$ cat config.mk
export PLATFORM = sky130hd
export DESIGN_NAME = hpr_host_port
export DESIGN_NICKNAME = d
export VERILOG_FILES = /design/src/hpr_pkg.sv /design/src/hpr_host_port.sv
export SDC_FILE = /design/constraint.sdc
export NUM_CORES = 1
export LEC_CHECK = 0
export BUFFER_PORTS_ARGS = -buffer_cell sky130_fd_sc_hd__buf_2
export CORE_ASPECT_RATIO = 1.1
export CORE_MARGIN = 2
export CORE_UTILIZATION = 35
export CTS_CLUSTER_DIAMETER = 40
export CTS_CLUSTER_SIZE = 8
export DETAILED_ROUTE_END_ITERATION = 8
export PLACE_DENSITY_LB_ADDON = 0.2
export SLEW_MARGIN = 5
export SYNTH_ARGS = -nofsm -noshare
export SYNTH_HDL_FRONTEND = slang
export SYNTH_SLANG_ARGS = --single-unit
$ cat constraint.sdc
create_clock -name mclk -period 2.3 [get_ports mclk]
set_input_delay 0.46 -clock mclk [delete_from_list [all_inputs] [get_ports mclk]]
set_output_delay 0.46 -clock mclk [all_outputs]
set_load 0.005 [all_outputs]
$ cat src/hpr_pkg.sv
package hpr_pkg;
   // access type codes on access_type_select
   localparam logic [1:0] ACC_CONTROL = 2'h0;
   localparam logic [1:0] ACC_DATA_AUTOINC = 2'h1;
   localparam logic [1:0] ACC_ADDRESS = 2'h2;
   localparam logic [1:0] ACC_DATA_FIXED = 2'h3;
   // halfword select values
   localparam logic HALF_FIRST = 1'b0;
   localparam logic HALF_SECOND = 1'b1;
   // reset values
   localparam logic [31:0] DATA_RESET = 32'h0000_0000;
   localparam logic [15:0] HALF_RESET = 16'h0000;
   // data valid ahead of ready, in cpu periods
   localparam int DATA_LEAD_PERIODS = 1;
   localparam int CLK_PERIOD_NS = 10;
   localparam int DATA_LEAD_NS = DATA_LEAD_PERIODS * CLK_PERIOD_NS;
   localparam int DATA_LEAD_CYC = (DATA_LEAD_NS + CLK_PERIOD_NS - 1) / CLK_PERIOD_NS;
   // port state machine, gray coded along the usual path except store back to idle
   typedef enum logic [2:0] {
      HPR_IDLE = 3'h0,
      HPR_FETCH = 3'h1,
      HPR_LEAD = 3'h3,
      HPR_ACTIVE = 3'h2,
      HPR_STORE = 3'h6
   } hpr_state_t;
endpackage : hpr_pkg

$ cat src/hpr_host_port.sv
`timescale 1ns/100ps
// Contract
// - internal strobe is low only when chip select is low and the two data strobes differ.
// - ready is forced low whenever chip select is high.
// - chip select falling while a data transfer is still running shows busy until it ends.
// - first halfword of a data read requests a dma word and stays busy until it is loaded.
// - after the second halfword of a data write or autoincrement read, busy while stored.
// - other accesses end with ready low and no busy period.
// - control and address register accesses never touch ready.
// - read data is valid on the bus one cpu period before ready goes low.
// - the bus is driven only after the strobe falls and released after it rises.
// - during reset ready is high if chip select is low and low if chip select is high.
module hpr_host_port #(
   parameter int ADDR_W = 32
) (
   input wire logic mclk,
   input wire logic srst,
   input wire logic clk_en,
   input wire logic port_chip_select_n,
   input wire logic data_strobe_a,
   input wire logic data_strobe_b,
   input wire logic address_strobe_n,
   input wire logic [1:0] access_type_select,
   input wire logic read_not_write,
   input wire logic halfword_select,
   input wire logic [15:0] port_data_in,
   output logic [15:0] port_data_out,
   output logic port_data_oe,
   output logic port_ready_n,
   output logic dma_req,
   output logic dma_write,
   output logic [31:0] dma_wdata,
   input wire logic dma_done,
   input wire logic [31:0] dma_rdata,
   output logic [ADDR_W-1:0] port_address_register,
   output logic [31:0] port_control_register
);
   import hpr_pkg::*;

   initial begin
      if (ADDR_W < 1 || ADDR_W > 32) $error("ADDR_W must be 1..32");
   end

   // pin synchronisers; first stage feeds only the second
   logic [23:0] pin_s1_reg;
   logic [23:0] pin_s2_reg;
   logic [23:0] pin_raw;
   assign pin_raw = {port_chip_select_n, data_strobe_a, data_strobe_b, address_strobe_n,
      access_type_select, read_not_write, halfword_select, port_data_in};
   // kept out of reset so ready can follow chip select while in reset
   always_ff @(posedge mclk) begin
      if (clk_en) begin
         pin_s1_reg <= pin_raw;
         pin_s2_reg <= pin_s1_reg;
      end
   end

   logic cs_n_s;
   logic strobe_n;
   logic as_n_s;
   logic [1:0] acc_s;
   logic rnw_s;
   logic half_s;
   logic [15:0] din_s;
   assign cs_n_s = pin_s2_reg[23];
   // composite strobe, not(a xor b) or cs
   assign strobe_n = ~(pin_s2_reg[22] ^ pin_s2_reg[21]) | cs_n_s;
   assign as_n_s = pin_s2_reg[20];
   assign acc_s = pin_s2_reg[19:18];
   assign rnw_s = pin_s2_reg[17];
   assign half_s = pin_s2_reg[16];
   assign din_s = pin_s2_reg[15:0];

   // select signals latched at address strobe fall, else at strobe fall
   logic strobe_n_d_reg;
   logic as_n_d_reg;
   logic [3:0] sel_reg;
   logic [3:0] sel_next;
   logic strobe_fall;
   logic strobe_rise;
   assign strobe_fall = strobe_n_d_reg & ~strobe_n;
   assign strobe_rise = ~strobe_n_d_reg & strobe_n;

   // host data bits get one register stage more than the controls
   logic [15:0] din_reg;
   always_ff @(posedge mclk) begin
      if (srst) begin
         din_reg <= HALF_RESET;
      end else if (clk_en) begin
         din_reg <= din_s;
      end
   end

   always_comb begin
      sel_next = sel_reg;
      if (as_n_d_reg & ~as_n_s) begin
         sel_next = {acc_s, rnw_s, half_s};
      end else if (strobe_fall & as_n_s) begin
         sel_next = {acc_s, rnw_s, half_s};
      end
   end

   logic [1:0] acc_l;
   logic rnw_l;
   logic half_l;
   assign acc_l = sel_next[3:2];
   assign rnw_l = sel_next[1];
   assign half_l = sel_next[0];
   logic is_data;
   logic is_busy_kind;
   assign is_data = (acc_l == ACC_DATA_AUTOINC) || (acc_l == ACC_DATA_FIXED);
   // only data writes and autoincrement reads leave a transfer behind
   assign is_busy_kind = is_data && (!rnw_l || acc_l == ACC_DATA_AUTOINC);

   // main state
   hpr_state_t state_reg, state_next;
   logic busy_reg, busy_next;
   logic [31:0] data_reg, data_next;
   logic [15:0] dout_reg, dout_next;
   logic oe_reg, oe_next;
   logic req_reg, req_next;
   logic wr_reg, wr_next;
   logic pend_kind_reg, pend_kind_next;
   logic [ADDR_W-1:0] addr_reg, addr_next;
   logic [31:0] ctrl_reg, ctrl_next;

   always_comb begin
      state_next = state_reg;
      busy_next = busy_reg;
      data_next = data_reg;
      dout_next = dout_reg;
      oe_next = oe_reg;
      req_next = 1'b0;
      wr_next = wr_reg;
      pend_kind_next = pend_kind_reg;
      addr_next = addr_reg;
      ctrl_next = ctrl_reg;
      case (state_reg)
         HPR_IDLE: begin
            if (strobe_fall) begin
               if (is_data && rnw_l && half_l == HALF_FIRST) begin
                  req_next = 1'b1;
                  wr_next = 1'b0;
                  busy_next = 1'b1;
                  state_next = HPR_FETCH;
               end else begin
                  if (rnw_l) begin
                     // second halfword or register read, data already held
                     case (acc_l)
                        ACC_CONTROL: dout_next = half_l ? ctrl_reg[31:16] : ctrl_reg[15:0];
                        ACC_ADDRESS: dout_next = half_l ? 16'(32'(addr_reg) >> 16)
                           : 16'(addr_reg);
                        default: dout_next = half_l ? data_reg[31:16] : data_reg[15:0];
                     endcase
                     oe_next = 1'b1;
                  end
                  state_next = HPR_ACTIVE;
               end
            end
         end
         HPR_FETCH: begin
            if (dma_done) begin
               data_next = dma_rdata;
               dout_next = dma_rdata[15:0];
               oe_next = 1'b1;
               state_next = HPR_LEAD;
            end
         end
         HPR_LEAD: begin
            busy_next = 1'b0; // data stood one period before ready
            state_next = HPR_ACTIVE;
         end
         HPR_ACTIVE: begin
            if (strobe_rise) begin
               oe_next = 1'b0;
               state_next = HPR_IDLE;
               if (!rnw_l) begin
                  // assemble the word, first halfword low
                  case (acc_l)
                     ACC_CONTROL: ctrl_next = half_l ? {din_reg, ctrl_reg[15:0]}
                        : {ctrl_reg[31:16], din_reg};
                     ACC_ADDRESS: addr_next = half_l ? ADDR_W'({din_reg, 16'(addr_reg)})
                        : ADDR_W'({16'(32'(addr_reg) >> 16), din_reg});
                     default: data_next = half_l ? {din_reg, data_reg[15:0]}
                        : {data_reg[31:16], din_reg};
                  endcase
               end
               if (half_l == HALF_SECOND && is_busy_kind) begin
                  req_next = 1'b1;
                  wr_next = ~rnw_l;
                  busy_next = 1'b1;
                  // kind kept apart: an address strobe may relatch selects while busy
                  pend_kind_next = (acc_l == ACC_DATA_AUTOINC);
                  state_next = HPR_STORE;
               end
            end
         end
         HPR_STORE: begin
            if (dma_done) begin
               busy_next = 1'b0;
               if (pend_kind_reg) begin
                  addr_next = addr_reg + ADDR_W'(4);
               end
               state_next = HPR_IDLE;
            end
         end
         default: state_next = HPR_IDLE;
      endcase
   end

   always_ff @(posedge mclk) begin
      if (srst) begin
         state_reg <= HPR_IDLE;
         busy_reg <= 1'b0;
         data_reg <= DATA_RESET;
         dout_reg <= HALF_RESET;
         oe_reg <= 1'b0;
         req_reg <= 1'b0;
         wr_reg <= 1'b0;
         pend_kind_reg <= 1'b0;
         addr_reg <= '0;
         ctrl_reg <= DATA_RESET;
         sel_reg <= 4'h0;
         strobe_n_d_reg <= 1'b1;
         as_n_d_reg <= 1'b1;
      end else if (clk_en) begin
         state_reg <= state_next;
         busy_reg <= busy_next;
         data_reg <= data_next;
         dout_reg <= dout_next;
         oe_reg <= oe_next;
         req_reg <= req_next;
         wr_reg <= wr_next;
         pend_kind_reg <= pend_kind_next;
         addr_reg <= addr_next;
         ctrl_reg <= ctrl_next;
         sel_reg <= sel_next;
         strobe_n_d_reg <= strobe_n;
         as_n_d_reg <= as_n_s;
      end
   end

   // ready gated by chip select; in reset busy while selected
   assign port_ready_n = ~cs_n_s & (srst | busy_reg);
   assign port_data_out = dout_reg;
   assign port_data_oe = oe_reg;
   assign dma_req = req_reg;
   assign dma_write = wr_reg;
   assign dma_wdata = data_reg;
   assign port_address_register = addr_reg;
   assign port_control_register = ctrl_reg;
endmodule : hpr_host_port

# After elaboration in Yosys (flattened, before gate mapping)
# Index checks and enable logic that the tools add are counted.
# classes
muxes,52
eq_ne,21
n_addsub,1
reduce_logical,28
bitwise_logic,15
# op_table
operator,n
32-bit two-way mux,10
32-bit one-hot mux with 2 select lines,2
16-bit two-way mux,7
16-bit one-hot mux with 2 select lines,2
"32-bit by 3-bit adder with 32-bit output, second input constant",1
7-bit AND reduction,4
"2-bit inequality test, second input constant",13
6-bit AND reduction,4
1-bit two-way mux,18
8-bit AND reduction,2
3-bit two-way mux,5
3-bit one-hot mux with 5 select lines,1
4-bit two-way mux,2
2-bit nonzero test,4
1-bit inverter,7
"3-bit by 2-bit == test with 1-bit output, second input constant",2
1-bit AND,5
5-bit AND reduction,1
"2-bit == test, second input constant",2
1-bit logical AND,4
1-bit one-hot mux with 2 select lines,2
1-bit one-hot mux with 4 select lines,1
4-bit AND reduction,1
4-bit nonzero test,1
14 further kinds,16
# word_totals
reg_bits,190
out_inout_bits,116
in_bits,60
wordCells,136

# Longest topological paths before layout
# logic_depth
word_depth,15
ltp_mapped,9
ltp_nobuf,7

# Worst setup path after synthesis
# Ideal clock, no wire load.
# synth_timing
kind,register to register
start,register pin_s2_reg[23]
end,"register addr_reg[13], in the netlist port_address_register[13]"
period_less_slack_ns,2.356
arrival_ns,2.224
required_ns,2.168
path_stages_with_launch,10
path_buffers,3
path_slack_ns,-0.056
setup_ns,0.132
cell_sequence,edfxtp_1 buf_2 and3b_1 a21oi_4 buf_2 mux2_2 a211o_1 clkbuf_1 o21ai_0 a21oi_1
# synth_between
elab_chain_cells,9
word_cells_on_any_way,13
cone_classes,5 x eq/ne; 2 x mux; 5 x bitwise; 1 x reduce/logical
# synth_lines
element,line_no,source
"start, declared",hpr_host_port.sv:46,logic [23:0] pin_s2_reg;
"start signal, assigned",hpr_host_port.sv:54,pin_s2_reg <= pin_s1_reg;
1-bit bitwise OR *,hpr_host_port.sv:67,assign strobe_n = ~(pin_s2_reg[22] ^ pin_s2_reg[21]) | cs_n_s;
1-bit inverter,hpr_host_port.sv:81,assign strobe_fall = strobe_n_d_reg & ~strobe_n;
1-bit AND,hpr_host_port.sv:81,
1-bit AND,hpr_host_port.sv:98,end else if (strobe_fall & as_n_s) begin
4-bit two-way mux,hpr_host_port.sv:98,
4-bit two-way mux,hpr_host_port.sv:96,if (as_n_d_reg & ~as_n_s) begin
2-bit == test,hpr_host_port.sv:179,case (acc_l)
2-bit by 1-bit inequality test with 1-bit output (no line),n/a,
8-bit AND reduction (no line) *,n/a,
"end signal, assigned",hpr_host_port.sv:235,addr_reg <= addr_next;
"end, declared",hpr_host_port.sv:124,"logic [ADDR_W-1:0] addr_reg, addr_next;"
# Mark *: on every way between the ends. The rest lies on a longest branch, timed or not.
# A chain may end at the register's enable or synchronous reset.

# Worst setup path in the final report
# layout_timing
start,register pin_s2_reg[20]
end,"register data_reg[20], in the netlist dma_wdata[20]"
# layout_between
elab_chain_cells,7
word_cells_on_any_way,12
cone_classes,4 x eq/ne; 2 x mux; 3 x bitwise; 3 x reduce/logical
# layout_lines
element,line_no,source
1-bit AND / 1-bit inverter (equally long branches),"hpr_host_port.sv:98, hpr_host_port.sv:96",
4-bit two-way mux / 1-bit AND (equally long branches),"hpr_host_port.sv:98, hpr_host_port.sv:96",
4-bit two-way mux *,hpr_host_port.sv:96,
2-bit == test / 2-bit zero test (equally long branches),hpr_host_port.sv:179,
2-bit OR reduction (no line),n/a,
2-bit inequality test (no line),n/a,
7-bit AND reduction (no line) *,n/a,
"end signal, assigned",hpr_host_port.sv:229,data_reg <= data_next;
"end, declared",hpr_host_port.sv:118,"logic [31:0] data_reg, data_next;"
# Marked as above.

==> impl_metrics.yaml <==
pwr:
  power_switching_mw: 2.55
  clkPwrFrac_pct: 37.6
  pwr-share-comb_pct: 17.5
  p_per_area_nw_per_um2: 635
  max-vdd-ir-drop_mv: 0.518
  power_mw: 8.31
  power_frac_seq_pct: 44.9
  internal_power_mw: 5.77
  p_leak_nw: 5.14
  swShare_pct: 30.6
clock_network:
  clk_path_buf_depth: 2
  cts_tree: "built"
  cts_hold_buffers: 0
  cts_buffers: 17
  htreeDepth: 4
  clock_latency_ns: 0.44
  clock-root-buffer: "clkbuf_16"
  cts_sinks: 190
  cts.clk_slew.worst_paths_ns: 0.08
sta:
  timing.slew.headroom_pct: 39.5
  setup_viol: 110
  hold_viol_final: 0
  clock_skew_ns: 0.0164
  rsz0062_at_grt: "yes"
  fin_crit_ns: 2.44
  fin_crit_sh_pct: 106
  tightest_slew_ns: 0.908
  final_max_slew_viol_count: 0
  hold-worst-slack_ns: 0.195
  setup_slack_ns: -0.138
  fmax_ghz: 0.410
floorplanning:
  num_rows: 62
  dieWidth_um: 158
  start_util_pct: 35.3
  fp.coreArea_um2: 25900
  dieArea_um2: 27400
  die_y_um: 174
  ios: 176
run:
  cap_viol_max_count: 0
synthesis:
  ys_seq_elements: 190
  synthFlopType: "dfxtp_1"
  avgSynthCellArea_um2: 9.27
  synth_nets: 1048
  ys_async_sr_fraction_pct: 0
  syn_area_um2: 9150
  netlist_instances: 987
  ys_types: 68
  yosys_warnings: 0
  synth-edff-count: 48
  ys_seq_area_share_pct: 46.8
worst_setup_path:
  critPathMostFrequentCell: "buf_6"
  worstPathCellList: "and3b_2 > buf_6 > a21oi_4 > buf_12 > mux2i_4 > a2111oi_4 > buf_6 > buf_12 > buf_6 > buf_4 > a311oi_2"
  crit_path_end_kind: "flip-flop"
  crit_fanout: 8
  critPathLaunch: "pin_s2_reg[20]"
  cp_data_required_time_ns: 2.64
  arrival_ns: 2.78
  max_stage_delay_ns: 0.43
  critPathLaunchType: "flip-flop"
  timing.rr.start: "pin_s2_reg[20]"
  path_buf_inv: 6
  path_class: "flip-flop to flip-flop"
  cp_top_family: "buffers and inverters"
  slowest_stage: "edfxtp_1"
global_routing:
  grt_max_degree: 80
  grt-ovfl-total: 0
  antenna_found_initial: 1
  grt_pass1_wl_um: 54100
  grt_pass1_vias: 8846
  track_usage_pct: 26.1
run_status:
  outcome: "complete, but fails checks"
  violations: "negative setup slack"
final_layout:
  layout-drive-gt1-share_pct: 40.5
  layout.nets: 1320
  fin_area_um2: 13100
  synthToLayoutAreaGrowth_pct: 43.0
drt:
  wl_per_cell_um: 22.4
  drt_iter0_markers: 897
  via_count: 9349
  totalWireLength_um: 36400
  detail-route-antenna-nets: 0
  drc_errors: 0
  vias_per_cell: 5.75
  dr.pass1.iters: 5
placed_design:
  gp_congestion: 0.910
  io_buffers: 175
  dp_hpwl_um: 24500
  placed_cell_area_um2: 11200
min_path:
  hold_path.class: "input port to flip-flop"
  min_from: "port_data_in[8]"
## metrics by stage
stage / setup WS [ns] / setup TNS, ns / instances / util (%)
after floorplan: -0.0458 / -1.31 / 987 / -
after global placement: -0.0926 / -2.96 / 1543 / 43.2
after detailed placement: -0.135 / -5.94 / 1543 / 43.2
after CTS: -0.0857 / -2.94 / 1611 / 48.5
after global routing: -0.221 / -17.66 / 1625 / 50.5
final: -0.138 / -7.41 / 1625 / 50.5
## power groups by stage
stage                     clock (mW)  combinational [mW]  sequential [mW]
after floorplan                    0               0.623             3.73
after global placement             0                1.15             3.80
after detailed placement           0                1.16             3.80
after CTS                       3.17                1.32             3.72
after global routing            3.27                1.54             3.74
final                           3.13                1.45             3.73
## layer usage
layer  vias up  track usage [%]  routed length, um
met5         -                0                  0
met1      4564             36.1              15600
met4         0             8.71               1070
li1       4250                -                  -
met2       465             40.2              16800
met3        70             6.05               2980
## what timing repair did
| item | 4_1_cts | 5_1_grt |
|---|---|---|
| gates resized for setup | 102 | 99 |
| endpoints found under the setup margin | 107 | 115 |
| pin swaps | 61 | 63 |
| buffers inserted | 30 | 11 |
| cloned | 7 | 4 |
## cell usage after synthesis, drive strengths merged, types with 3 or more instances
cell type,number,area [um^2]
nor4,7,80.1
a211oi,24,190
o211ai,8,60.1
a31oi,13,81.3
nor2,114,428
a311oi,38,339
nor2b,6,37.5
dfxtp,142,2840
nand2,71,267
buf,18,92.6
or4b,3,30.0
nand3,61,305
or3,3,18.8
a31o,3,26.3
o21ai,66,334
o2bb2ai,16,140
nor3,22,110
inv,9,33.8
mux2,19,214
clkbuf,65,244
and3,17,106
a221oi,3,26.3
a21o,4,30.0
mux2i,59,591
a21oi,67,347
o21a,6,45.0
o211a,4,40.0
nand3b,3,22.5
a21boi,3,22.5
edfxtp,48,1440
nand4,4,25.0
a221o,13,130
nand2b,5,31.3
o32ai,5,43.8
and2,4,25.0
## layout by cell type, fill, tap and decap left out, types with 17 or more instances in the layout
cell | netlist | routed
nor2_2 | 0 | 20
nor2_1 | 114 | 91
nand3_1 | 61 | 60
o21ai_0 | 65 | 39
and3_1 | 17 | 17
buf_2 | 14 | 173
dfxtp_1 | 142 | 142
nor3_1 | 22 | 17
a211oi_2 | 2 | 19
mux2i_1 | 59 | 50
clkbuf_16 | 0 | 21
nand2_1 | 71 | 70
a21oi_1 | 66 | 50
edfxtp_1 | 48 | 48
buf_6 | 0 | 30
a311oi_1 | 37 | 30
buf_4 | 2 | 106
## logic make-up after synthesis
kind of cell	synth area share, %
simple gates	17.5
compound gates	22.3
flops	46.8
buf+inv	4.05
mux	8.80
xor+xnor	0.369
fa+ha+maj	0.137
## path summary, 6_finish.rpt
check	end	slack (ns)	depth (start not counted)
worst min-delay path	pin_s1_reg[8]	0.19	1
worst max-delay path	dma_wdata[20]	-0.14	11
worst min register to register	pin_s2_reg[20]	0.42	0
worst max register to register	dma_wdata[20]	-0.14	11
## cell type report
cell class | instances | area (um^2)
Clock inverter | 14 | 183
Tap cell | 352 | 440
Antenna cell | 1 | 2.50
Sequential cell | 190 | 4280
Timing Repair Buffer | 336 | 2570
Clock buffer | 18 | 450
Fill cell | 2484 | 12800
Inverter | 9 | 33.8
Multi-Input combinational cell | 705 | 5120
Power figures use the tool's default switching activity.
